===== config.mk =====
export PLATFORM = sky130hd
export DESIGN_NAME = ppm_profile_position
export DESIGN_NICKNAME = d
export VERILOG_FILES = /design/src/rtl/ppm_pkg.sv /design/src/rtl/ppm_profile_position.sv
export SDC_FILE = /design/constraint.sdc
export NUM_CORES = 1
export LEC_CHECK = 0
export BUFFER_PORTS_ARGS = -buffer_cell sky130_fd_sc_hd__buf_2
export CORE_MARGIN = 10
export CORE_UTILIZATION = 43
export CTS_CLUSTER_DIAMETER = 200
export DETAILED_ROUTE_END_ITERATION = 6
export PLACE_DENSITY = 0.73
export SYNTH_ARGS = -nofsm -noshare
export SYNTH_HDL_FRONTEND = slang
export SYNTH_SLANG_ARGS = --single-unit

===== constraint.sdc =====
create_clock -name mclk_i -period 18.35 [get_ports mclk_i]
set_clock_uncertainty 0.05 [all_clocks]
set_input_delay 3.67 -clock mclk_i [delete_from_list [all_inputs] [get_ports mclk_i]]
set_output_delay 3.67 -clock mclk_i [all_outputs]
set_load 0.01 [all_outputs]

===== src/rtl/ppm_pkg.sv =====
package ppm_pkg;

  // ----------------------------------------------------------------
  // Parameter addresses on the fieldbus
  // ----------------------------------------------------------------
  localparam logic [15:0] PPM_ADDR_GOAL_POS = 16'h1b1c;
  localparam logic [15:0] PPM_ADDR_GOAL_SPD = 16'h1b1e;
  localparam logic [15:0] PPM_ADDR_REL_OPT = 16'h1b30;

  // ----------------------------------------------------------------
  // Reset values and limits
  // ----------------------------------------------------------------
  localparam logic [31:0] PPM_RST_GOAL_POS = 32'h0000_0000;
  localparam logic [31:0] PPM_RST_GOAL_SPD = 32'h0000_003c;
  localparam logic [31:0] PPM_MIN_GOAL_SPD = 32'h0000_0001;
  localparam logic [15:0] PPM_RST_REL_OPT = 16'h0000;
  localparam logic [15:0] PPM_OPT_PREV_TARGET = 16'h0000;
  localparam logic [15:0] PPM_OPT_RESERVED = 16'h0001;
  localparam logic [15:0] PPM_OPT_ACTUAL_POS = 16'h0002;
  localparam logic [15:0] PPM_RST_WORD = 16'h0000;

  // Mode code for this positioning mode; value is arbitrary
  localparam logic [15:0] PPM_MODE_PROFILE_POS = 16'h0001;

  // ----------------------------------------------------------------
  // Control and status word bit positions
  // ----------------------------------------------------------------
  localparam int PPM_CW_NEW_SETPOINT = 4;
  localparam int PPM_CW_CHANGE_NOW = 5;
  localparam int PPM_CW_RELATIVE = 6;
  localparam int PPM_SW_TARGET_REACHED = 10;
  localparam int PPM_SW_SETPOINT_ACK = 12;

  // ----------------------------------------------------------------
  // Carriers
  // ----------------------------------------------------------------
  typedef struct packed {
    logic [31:0] pos;
    logic [31:0] speed;
    logic [31:0] accel;
    logic [31:0] decel;
  } ppm_move_s;

  typedef struct packed {
    logic [31:0] actual_pos;
    logic [31:0] zero_point;
    logic at_target;
    logic standstill;
    logic halt;
    logic quick_stop;
    logic fault;
  } ppm_fb_s;

  typedef enum logic [1:0] {
    PPM_IDLE,
    PPM_MOVING,
    PPM_STOPPING
  } ppm_state_e;

endpackage


===== src/rtl/ppm_profile_position.sv =====
`timescale 1ns/1ps

// Behaviour
// - Mode-select write activates positioning mode
// - Bit4 rising edge starts move to target
// - Bit5 clear: new targets wait for target
// - Bit5 set: new targets replace move now
// - Target set: position, speed, accel, decel
// - Bit6 selects absolute or relative move
// - Status bit10 shows target reached
// - Under halt bit10 shows standstill
// - Status bit12 shows setpoint accepted
// - Mode ends on any mode-select write of another code
// - Absolute move referenced to homing zero
// - Option picks relative reference, next move
// - Speed min 1, clamped to ceilings
// - Speed change applies at next setpoint
// - Target position write effective immediately; here it is used only from the next setpoint edge
// - Relative base: previous target or actual
module ppm_profile_position (
  // Clock and reset
  input wire logic mclk_i,
  input wire logic rst_i,
  // Parameter access port
  input wire logic par_wr_i,
  input wire logic par_rd_i,
  input wire logic [15:0] par_addr_i,
  input wire logic [31:0] par_wdata_i,
  output logic [31:0] par_rdata_o,
  output logic par_rvalid_o,
  output logic par_err_o,
  // Mode select and control word
  input wire logic opmode_wr_i,
  input wire logic [15:0] operating_mode_select_i,
  input wire logic [15:0] motion_control_word_i,
  output logic [15:0] motion_status_word_o,
  output logic mode_active_o,
  // Profile values not held in parameters
  input wire logic [31:0] accel_i,
  input wire logic [31:0] decel_i,
  input wire logic [31:0] ctrl_speed_ceiling_i,
  input wire logic [31:0] ramp_speed_ceiling_i,
  // Motion feedback
  input ppm_pkg::ppm_fb_s fb_i,
  // Move command to profile generator
  output ppm_pkg::ppm_move_s move_o,
  output logic move_start_o
);
  import ppm_pkg::*;

  // ----------------------------------------------------------------
  // Helpers
  // ----------------------------------------------------------------

  // Smallest of request and both ceilings, never below one
  function automatic logic [31:0] clamp_speed(input logic [31:0] req, input logic [31:0] c1,
                                              input logic [31:0] c2);
    logic [31:0] v;
    v = (c1 < req) ? c1 : req;
    v = (c2 < v) ? c2 : v;
    v = (v < PPM_MIN_GOAL_SPD) ? PPM_MIN_GOAL_SPD : v;
    return v;
  endfunction

  // Destination in absolute counts from the move type and base
  function automatic logic [31:0] calc_dest(input logic rel, input logic [15:0] opt,
                                            input logic [31:0] goal, input logic [31:0] prev,
                                            input ppm_fb_s fb);
    logic [31:0] base;
    base = rel ? ((opt == PPM_OPT_ACTUAL_POS) ? fb.actual_pos : prev) : fb.zero_point;
    return 32'(base + goal);
  endfunction

  // ----------------------------------------------------------------
  // Parameter storage
  // ----------------------------------------------------------------
  logic [31:0] goal_position_ff;
  logic [31:0] goal_speed_ff;
  logic [15:0] relative_reference_option_ff;
  logic wr_pos;
  logic wr_spd;
  logic wr_opt;
  logic spd_ok;
  logic opt_ok;

  assign wr_pos = par_wr_i && (par_addr_i == PPM_ADDR_GOAL_POS);
  assign wr_spd = par_wr_i && (par_addr_i == PPM_ADDR_GOAL_SPD);
  assign wr_opt = par_wr_i && (par_addr_i == PPM_ADDR_REL_OPT);
  assign spd_ok = (par_wdata_i >= PPM_MIN_GOAL_SPD);
  assign opt_ok = (par_wdata_i[15:0] <= PPM_OPT_ACTUAL_POS) && (par_wdata_i[31:16] == 16'h0000);

  always_ff @(posedge mclk_i or posedge rst_i)
  begin
    if (rst_i)
    begin
      goal_position_ff <= PPM_RST_GOAL_POS;
    end
    else if (wr_pos)
    begin
      goal_position_ff <= par_wdata_i;
    end
  end

  // writes below the minimum are refused
  always_ff @(posedge mclk_i or posedge rst_i)
  begin
    if (rst_i)
    begin
      goal_speed_ff <= PPM_RST_GOAL_SPD;
    end
    else if (wr_spd && spd_ok)
    begin
      goal_speed_ff <= par_wdata_i;
    end
  end

  // Options above two are refused; reserved value one is kept
  always_ff @(posedge mclk_i or posedge rst_i)
  begin
    if (rst_i)
    begin
      relative_reference_option_ff <= PPM_RST_REL_OPT;
    end
    else if (wr_opt && opt_ok)
    begin
      relative_reference_option_ff <= par_wdata_i[15:0];
    end
  end

  // ----------------------------------------------------------------
  // Read answers
  // ----------------------------------------------------------------
  logic [31:0] nxt_rdata;
  logic addr_hit;

  always_comb
  begin
    nxt_rdata = 32'h0000_0000;
    addr_hit = 1'b1;
    unique case (par_addr_i)
      PPM_ADDR_GOAL_POS: nxt_rdata = goal_position_ff;
      PPM_ADDR_GOAL_SPD: nxt_rdata = goal_speed_ff;
      PPM_ADDR_REL_OPT: nxt_rdata = {16'h0000, relative_reference_option_ff};
      default: addr_hit = 1'b0;
    endcase
  end

  // Answer one cycle after the strobe; error on bad address or value
  always_ff @(posedge mclk_i or posedge rst_i)
  begin
    if (rst_i)
    begin
      par_rdata_o <= 32'h0000_0000;
      par_rvalid_o <= 1'b0;
      par_err_o <= 1'b0;
    end
    else
    begin
      par_rvalid_o <= par_rd_i;
      par_rdata_o <= par_rd_i ? nxt_rdata : 32'h0000_0000;
      par_err_o <= ((par_rd_i || par_wr_i) && !addr_hit) || (wr_spd && !spd_ok) || (wr_opt && !opt_ok);
    end
  end

  // ----------------------------------------------------------------
  // Mode activation
  // ----------------------------------------------------------------
  logic mode_active_ff;

  // the mode-select write alone switches the mode
  always_ff @(posedge mclk_i or posedge rst_i)
  begin
    if (rst_i)
    begin
      mode_active_ff <= 1'b0;
    end
    else if (opmode_wr_i)
    begin
      mode_active_ff <= (operating_mode_select_i == PPM_MODE_PROFILE_POS);
    end
  end

  // ----------------------------------------------------------------
  // Setpoint edge detection
  // ----------------------------------------------------------------
  logic cw_bit4_ff;
  logic setpoint_edge;

  always_ff @(posedge mclk_i or posedge rst_i)
  begin
    if (rst_i)
    begin
      cw_bit4_ff <= 1'b0;
    end
    else
    begin
      cw_bit4_ff <= motion_control_word_i[PPM_CW_NEW_SETPOINT];
    end
  end

  // zero to one on bit 4 is a new setpoint
  // only counted while the mode is active
  assign setpoint_edge = mode_active_ff && motion_control_word_i[PPM_CW_NEW_SETPOINT] && !cw_bit4_ff;

  // ----------------------------------------------------------------
  // Setpoint assembly
  // ----------------------------------------------------------------
  ppm_move_s new_move;
  logic [31:0] prev_target_ff;

  // the full target set travels together
  always_comb
  begin
    // bit 6 picks absolute or relative
    // absolute goal sits on homing zero
    // option sampled now, so it counts from this move
    new_move.pos = calc_dest(motion_control_word_i[PPM_CW_RELATIVE], relative_reference_option_ff,
                             goal_position_ff, prev_target_ff, fb_i);
    // speed sampled when the setpoint edge is taken, also for a queued move
    new_move.speed = clamp_speed(goal_speed_ff, ctrl_speed_ceiling_i, ramp_speed_ceiling_i);
    new_move.accel = accel_i;
    new_move.decel = decel_i;
  end

  // ----------------------------------------------------------------
  // Move sequencing
  // ----------------------------------------------------------------
  ppm_state_e state_ff;
  ppm_move_s pending_ff;
  logic pending_vld_ff;
  logic stop_event;
  logic issue_now;
  logic issue_pending;
  logic arrived;

  // Halt, quick stop and faults end a move at standstill
  assign stop_event = fb_i.halt || fb_i.quick_stop || fb_i.fault;
  // Generator answers a start a cycle late, so stale arrival is ignored then
  assign arrived = fb_i.at_target && fb_i.standstill && !move_start_o;
  // bit 5 set replaces the running move
  assign issue_now = setpoint_edge && !stop_event &&
                     ((state_ff != PPM_MOVING) || motion_control_word_i[PPM_CW_CHANGE_NOW]);
  // queued targets run once the current one is reached
  assign issue_pending = (state_ff == PPM_MOVING) && pending_vld_ff && arrived && !stop_event;

  // Queued setpoint for the deferred case; a later edge overwrites it
  always_ff @(posedge mclk_i or posedge rst_i)
  begin
    if (rst_i)
    begin
      pending_ff <= '0;
      pending_vld_ff <= 1'b0;
    end
    else if (setpoint_edge && !issue_now && !stop_event)
    begin
      pending_ff <= new_move;
      pending_vld_ff <= 1'b1;
    end
    else if (issue_pending || issue_now || stop_event || !mode_active_ff)
      pending_vld_ff <= 1'b0;
  end

  // Command outputs come from flops; start is a one-cycle pulse
  always_ff @(posedge mclk_i or posedge rst_i)
  begin
    if (rst_i)
    begin
      move_o <= '0;
      move_start_o <= 1'b0;
      prev_target_ff <= 32'h0000_0000;
    end
    else
    begin
      move_start_o <= issue_now || issue_pending;
      if (issue_now)
      begin
        move_o <= new_move;
        prev_target_ff <= new_move.pos;
      end
      else if (issue_pending)
      begin
        move_o <= pending_ff;
        prev_target_ff <= pending_ff.pos;
      end
    end
  end

  // leave motion only at standstill after an ending event
  always_ff @(posedge mclk_i or posedge rst_i)
  begin
    if (rst_i)
    begin
      state_ff <= PPM_IDLE;
    end
    else
    begin
      unique case (state_ff)
        PPM_IDLE:
        begin
          if (issue_now)
            state_ff <= PPM_MOVING;
        end
        PPM_MOVING:
        begin
          if (stop_event)
            state_ff <= fb_i.standstill ? PPM_IDLE : PPM_STOPPING;
          else if (arrived && !pending_vld_ff && !issue_now)
            state_ff <= PPM_IDLE;
        end
        PPM_STOPPING:
        begin
          if (fb_i.standstill)
            state_ff <= PPM_IDLE;
        end
      endcase
    end
  end

  // ----------------------------------------------------------------
  // Status word
  // ----------------------------------------------------------------
  logic ack_ff;
  logic nxt_reached;

  // set on acceptance, cleared when bit 4 returns low; set wins
  always_ff @(posedge mclk_i or posedge rst_i)
  begin
    if (rst_i)
    begin
      ack_ff <= 1'b0;
    end
    else if (setpoint_edge && !stop_event)
      ack_ff <= 1'b1;
    else if (!motion_control_word_i[PPM_CW_NEW_SETPOINT] || !mode_active_ff)
      ack_ff <= 1'b0;
  end

  // under halt it mirrors standstill instead
  assign nxt_reached = fb_i.halt ? fb_i.standstill : (state_ff == PPM_IDLE) && fb_i.at_target;

  // Other bits belong to the common state machine and read zero here
  always_ff @(posedge mclk_i or posedge rst_i)
  begin
    if (rst_i)
    begin
      motion_status_word_o <= PPM_RST_WORD;
      mode_active_o <= 1'b0;
    end
    else
    begin
      motion_status_word_o <= PPM_RST_WORD;
      motion_status_word_o[PPM_SW_TARGET_REACHED] <= mode_active_ff && nxt_reached;
      motion_status_word_o[PPM_SW_SETPOINT_ACK] <= ack_ff;
      mode_active_o <= mode_active_ff;
    end
  end

endmodule // ppm_profile_position


==> Yosys cells after proc, flatten, opt, wreduce, memory -nomap -nowiden <==
Cells that the tools add are included.
{ "totals": {"regBits": 412, "in_bits": 282, "output_inout_bits": 180, "elab_cells": 114} }
{ "op_classes": {"n_addsub": 1, "n_lt_le_gt_ge": 5, "n_eq_ne": 11, "mux": 23, "n_reduce_logical": 51} }
{ "ops": {"columns": ["operator", "count"], "rows": [
  ["$mux W128", 2],
  ["$mux W32", 8],
  ["$pmux W32 S3", 1],
  ["$lt A32 B32 Y1", 2],
  ["$eq A16 B13 Y1 const B", 3],
  ["$add A32 B32 Y32", 1],
  ["$ge A32 B1 Y1 const B", 1],
  ["$lt A32 B1 Y1 const B", 1],
  ["$logic_and A1 B1 Y1", 24],
  ["$eq A16 B1 Y1 const B", 1],
  ["$eq A16 B2 Y1 const B", 1],
  ["$le A16 B2 Y1 const B", 1],
  ["$logic_not A16 Y1", 1],
  ["$logic_not A1 Y1", 10],
  ["$logic_or A1 B1 Y1", 10],
  ["$mux W2", 5],
  ["$mux W1", 6],
  ["$pmux W2 S3", 1],
  ["$reduce_bool A2 Y1", 3],
  ["$ne A2 B2 Y1 const B", 2],
  ["$ne A3 B2 Y1 const B", 1],
  ["$reduce_and A3 Y1", 1],
  ["$reduce_or A3 Y1", 1],
  ["$eq A2 B1 Y1 const B", 1],
  ["other kinds (3)", 3]
]} }

==> Longest topological paths before layout <==
{ "logic_depth": {"ltp_word": 10, "ltp_mapped": 23, "depth_no_buf": 19} }

==> Worst setup path after synthesis <==
Ideal clock, no wire load.
{ "synth_path": {"kind": "input -> register", "from": "input ctrl_speed_ceiling_i[21]", "to": "register pending_ff[77] (netlist bit)", "setup_ns": 0.077, "arrival_ns": 8.233, "setup_slack_ns": 9.990, "path_stages": 22, "n_path_buf": 4, "path_cell_list": "ha_1 > a211oi_1 > nor2_1 > a311oi_1 > o311a_1 > a21o_1 > clkbuf_1 > buf_1 > nor2_1 > a21oi_1 > ha_1 > a21o_1 > a21o_1 > a21o_1 > a221o_1 > a221o_1 > a221o_1 > or3_1 > buf_6 > buf_12 > mux2_4 > o21ai_1"} }
{ "synth_between": {"elab_chain_len": 6} }
{ "synth_lines": {"columns": ["item", "line", "text"], "rows": [
  ["start, declared", "ppm_profile_position.sv:41", "input wire logic [31:0] ctrl_speed_ceiling_i,"],
  ["$lt A32 B32 Y1", "ppm_profile_position.sv:59", "v = (c1 < req) ? c1 : req;"],
  ["$mux W32 (*)", "ppm_profile_position.sv:59", null],
  ["$lt A32 B32 Y1", "ppm_profile_position.sv:60", "v = (c2 < v) ? c2 : v;"],
  ["$mux W32 (*)", "ppm_profile_position.sv:60", null],
  ["$lt A32 B1 Y1", "ppm_profile_position.sv:61", "v = (v < PPM_MIN_GOAL_SPD) ? PPM_MIN_GOAL_SPD : v;"],
  ["$mux W32 (*)", "ppm_profile_position.sv:61", null],
  ["end signal, assigned", "ppm_profile_position.sv:256", "pending_ff <= new_move;"],
  ["end, declared", "ppm_profile_position.sv:229", "ppm_move_s pending_ff;"]
]} }
Every way passes the cells marked *; elsewhere a longest branch is shown, timed or not.
A chain may end at the register's enable or synchronous reset.

==> Worst setup path in the final report <==
{ "layout_path": {"from": "input ctrl_speed_ceiling_i[21]", "to": "register pending_ff[64] (netlist bit)"} }
Same word-level chain as after synthesis.

==> reports/qor.csv <==
metric,value,unit
cp-end-kind,flop,
h-tree-depth,2,
finalHoldViolations,0,
cts_hold_buf,0,
path_clk_slew,0.06,ns
dieArea,56600,sq um
pwr_density_cell,78.87,nW/um^2
io_pins,462,
path_cells,buf_2 > ha_1 > a211oi_1 > nor2_1 > a311oi_1 > o311a_1 > a21o_1 > buf_4 > a21oi_1 > ha_1 > a21o_1 > a21o_1 > a21o_1 > a221o_1 > a221o_1 > a221o_1 > or3_2 > mux2i_1 > o21ai_0,
cts_tree,done,
vdd_drop_max,61.22,uV
ys_warn_count,0,
worstMarginPinSlew,1.063,ns
synth_ff_type,dfrtp_1,
grtUsageTotal,22.31,%
clockBufferDepth,3,
cp_slowest_cell,or3_2,
critPathMostFrequentCell,a21o_1,
slew_headroom,29.15,%
ctsResizeCount,0,
cp.required,18.73,ns
finalCritPeriodShare,49.45,%
core_area,46750,sq um
cp_max_fo,48,
status,finished clean,
port_buffers,434,
r2r_start,goal_speed_ff[2],
hpwl,49160,um
syn-instance-count,2005,
period_needed,9.074,ns
post_dp_cell_area,23020,sq um
clkSinkCount,380,
nets,2772,
ys_seq_area_share,46.60,%
regArea,9514,sq um
synth.top_cell.area_share,46.08,%
critPathLaunchType,input pin,
p_leak,0.01267,uW
cts_made_buffers,42,
crit_start,ctrl_speed_ceiling_i[21],
insertion_delay,0.58,ns
drt_wl_total,65050,um
fin_ws,9.276,ns
drt-pass1-iter-count,6,
gp_congestion,0.9540,
hold_path.class,flop to flop,
maxCapViolations,0,
synth_edf_count,0,
yosysTopAreaCell,dfrtp_1,
synthTopCellsByArea,"dfrtp_1 (46%), mux2_2 (8.4%), mux2i_1 (7.4%)",
via_per_inst,5.493,
tns,0,ns
cp.arrival,9.45,ns
dr_total_vias,16681,
slew_violations,0,
grt_pass1_wl,99240,um
die_h,237.9,um
ys_ff_latch,380,
fmax,0.1102,GHz
holdCritStartpoint,ack_ff,
drc,0,
crit_type,input pin to flop,
drive_above_1_share,30.41,%
die_x,237.9,um
synth_cell_type_count,61,
grt-ovfl-total,0,
grt_pass1_vias,17047,
utilization,52.41,%
fillers,4218,
grt_max_degree,176,
async_flop_share,100.0,%
place_ws,8.818,ns
stdcell_area,24500,sq um
detail-route-antenna-nets,0,
cp_top_family,compound AO/OA/AOI/OAI gates,
initial_core_util,43.67,%
syn_avg_cell_area,10.18,sq um
wl_per_cell,21.42,um
antenna_found_initial,6,
synth_area,20420,sq um
setup_violations,0,
drtIter0Drc,1201,
cpPeakStageDelay,0.94,ns
rsz0062_at_grt,false,
cts_setup_buffers,0,
rows,79,
multi_input_area,10130,sq um
crit_buf_inv,2,
syn_to_final_growth,20.01,%
cts-root-buf,clkbuf_16,
## kinds of logic (layout without fill, tap and decap cells)
kind of cell	after synthesis	in the layout	share of synthesized area [%]
other	1	17	0.01837
XOR/XNOR	29	29	1.244
buffers and inverters	198	607	4.179
multiplexers	332	332	17.92
AND/OR/NAND/NOR	520	520	11.59
adder cells (fa/ha/maj)	97	97	5.981
AO/OA/AOI/OAI	448	448	12.46
flip-flops	380	380	46.60
## routing by layer
| metal | GRT usage (%) | vias to the layer above | share of wire [%] |
|---|---|---|---|
| met1 | 28.21 | 8126 | 42 |
| met2 | 37.09 | 595 | 47 |
| met3 | 5.844 | 118 | 7.9 |
| li1 | - | 7836 | - |
| met4 | 6.292 | 6 | 2.7 |
| met5 | 0 | - | 0.081 |
## cells in the mapped netlist (all sizes together) (10+ instances only)
library cell and instances:
inv 78, dfrtp 376, mux2i 150, nand3 15, buf 31, nor3 10, xnor2 20, a211oi 20
nand4 21, nor2b 17, clkbuf 89, mux2 182, nor2 110, a21oi 119, nand2 243, nor4 42
and2 33, o21ai 241, ha 96, a21o 20
## flip-flops by register name, indices dropped and copies added, names as in the netlist, 2 cells and up
| signal | count |
|---|---|
| goal_speed_ff | 32 |
| motion_status_word_o | 2 |
| goal_position_ff | 32 |
| state_ff | 2 |
| par_rdata_o | 32 |
| pending_ff | 128 |
| move_o | 128 |
| relative_reference_option_ff | 16 |
## where the power goes
group,internal [uW],leakage [uW],switching (uW)
sequential,845,0.00513,5.09
combinational,71.9,0.00684,106
clock,544,0.000705,361
total,1460,0.0127,472
## cells in the final DEF, fill, tap and decap left out, types with 5 or more instances in the layout
cell type and instances:
buf_2 434, dfrtp_1 376, nand2_1 242, o21ai_0 183, mux2_2 153, mux2i_1 150, a21oi_1 119, nor2_1 109
ha_1 96, inv_1 77, o21ai_1 44, clkbuf_16 42, nor4_1 41, and2_1 32, mux2_4 29, nand4_1 21
a211oi_1 20, xnor2_1 20, a21o_1 18, nor2b_1 17, buf_4 16, nand3_1 15, o21ai_2 14, conb_1 14
nor3_1 10, xor2_1 9, o21a_1 8, nand2b_1 7, o21bai_1 7, clkinv_2 7, clkinvlp_4 7, bufinv_16 7
clkbuf_1 7, clkbuf_8 5
## per-stage QoR
| step | hold WS, ns | cells | total power, uW |
|---|---|---|---|
| 6_report | 0.3449 | 3037 | 1933 |
| 5_1_grt | 0.3534 | 3036 | 2004 |
| 4_1_cts | 0.3466 | 3034 | 1952 |
| 3_5_place_dp | 0.3230 | 2956 | 1043 |
| 3_3_place_gp | 0.3193 | 2956 | 1036 |
| 2_1_floorplan | 0.3044 | 2018 | 969.5 |
## path summary, 6_finish.rpt
| kind | end | slack, ns | cells past startpoint |
|---|---|---|---|
| max | pending_ff[64] | 9.28 | 19 |
| min | motion_status_word_o[12] | 0.34 | 0 |
| max reg2reg | pending_ff[64] | 11.90 | 19 |
| min reg2reg | motion_status_word_o[12] | 0.34 | 0 |
| max in group asynchronous | move_o[77] | 12.59 | 4 |
| min in group asynchronous | move_o[5] | 3.21 | 2 |
## final cells by class
class,count,area share [%]
multi-input combinational,1440,41.35
sequential,380,38.83
inverter,78,1.225
timing repair buffer,451,9.436
antenna,3,0.03064
clock inverter,24,1.353
tap,607,3.099
clock buffer,54,4.677
Power figures use the tool's default switching activity.
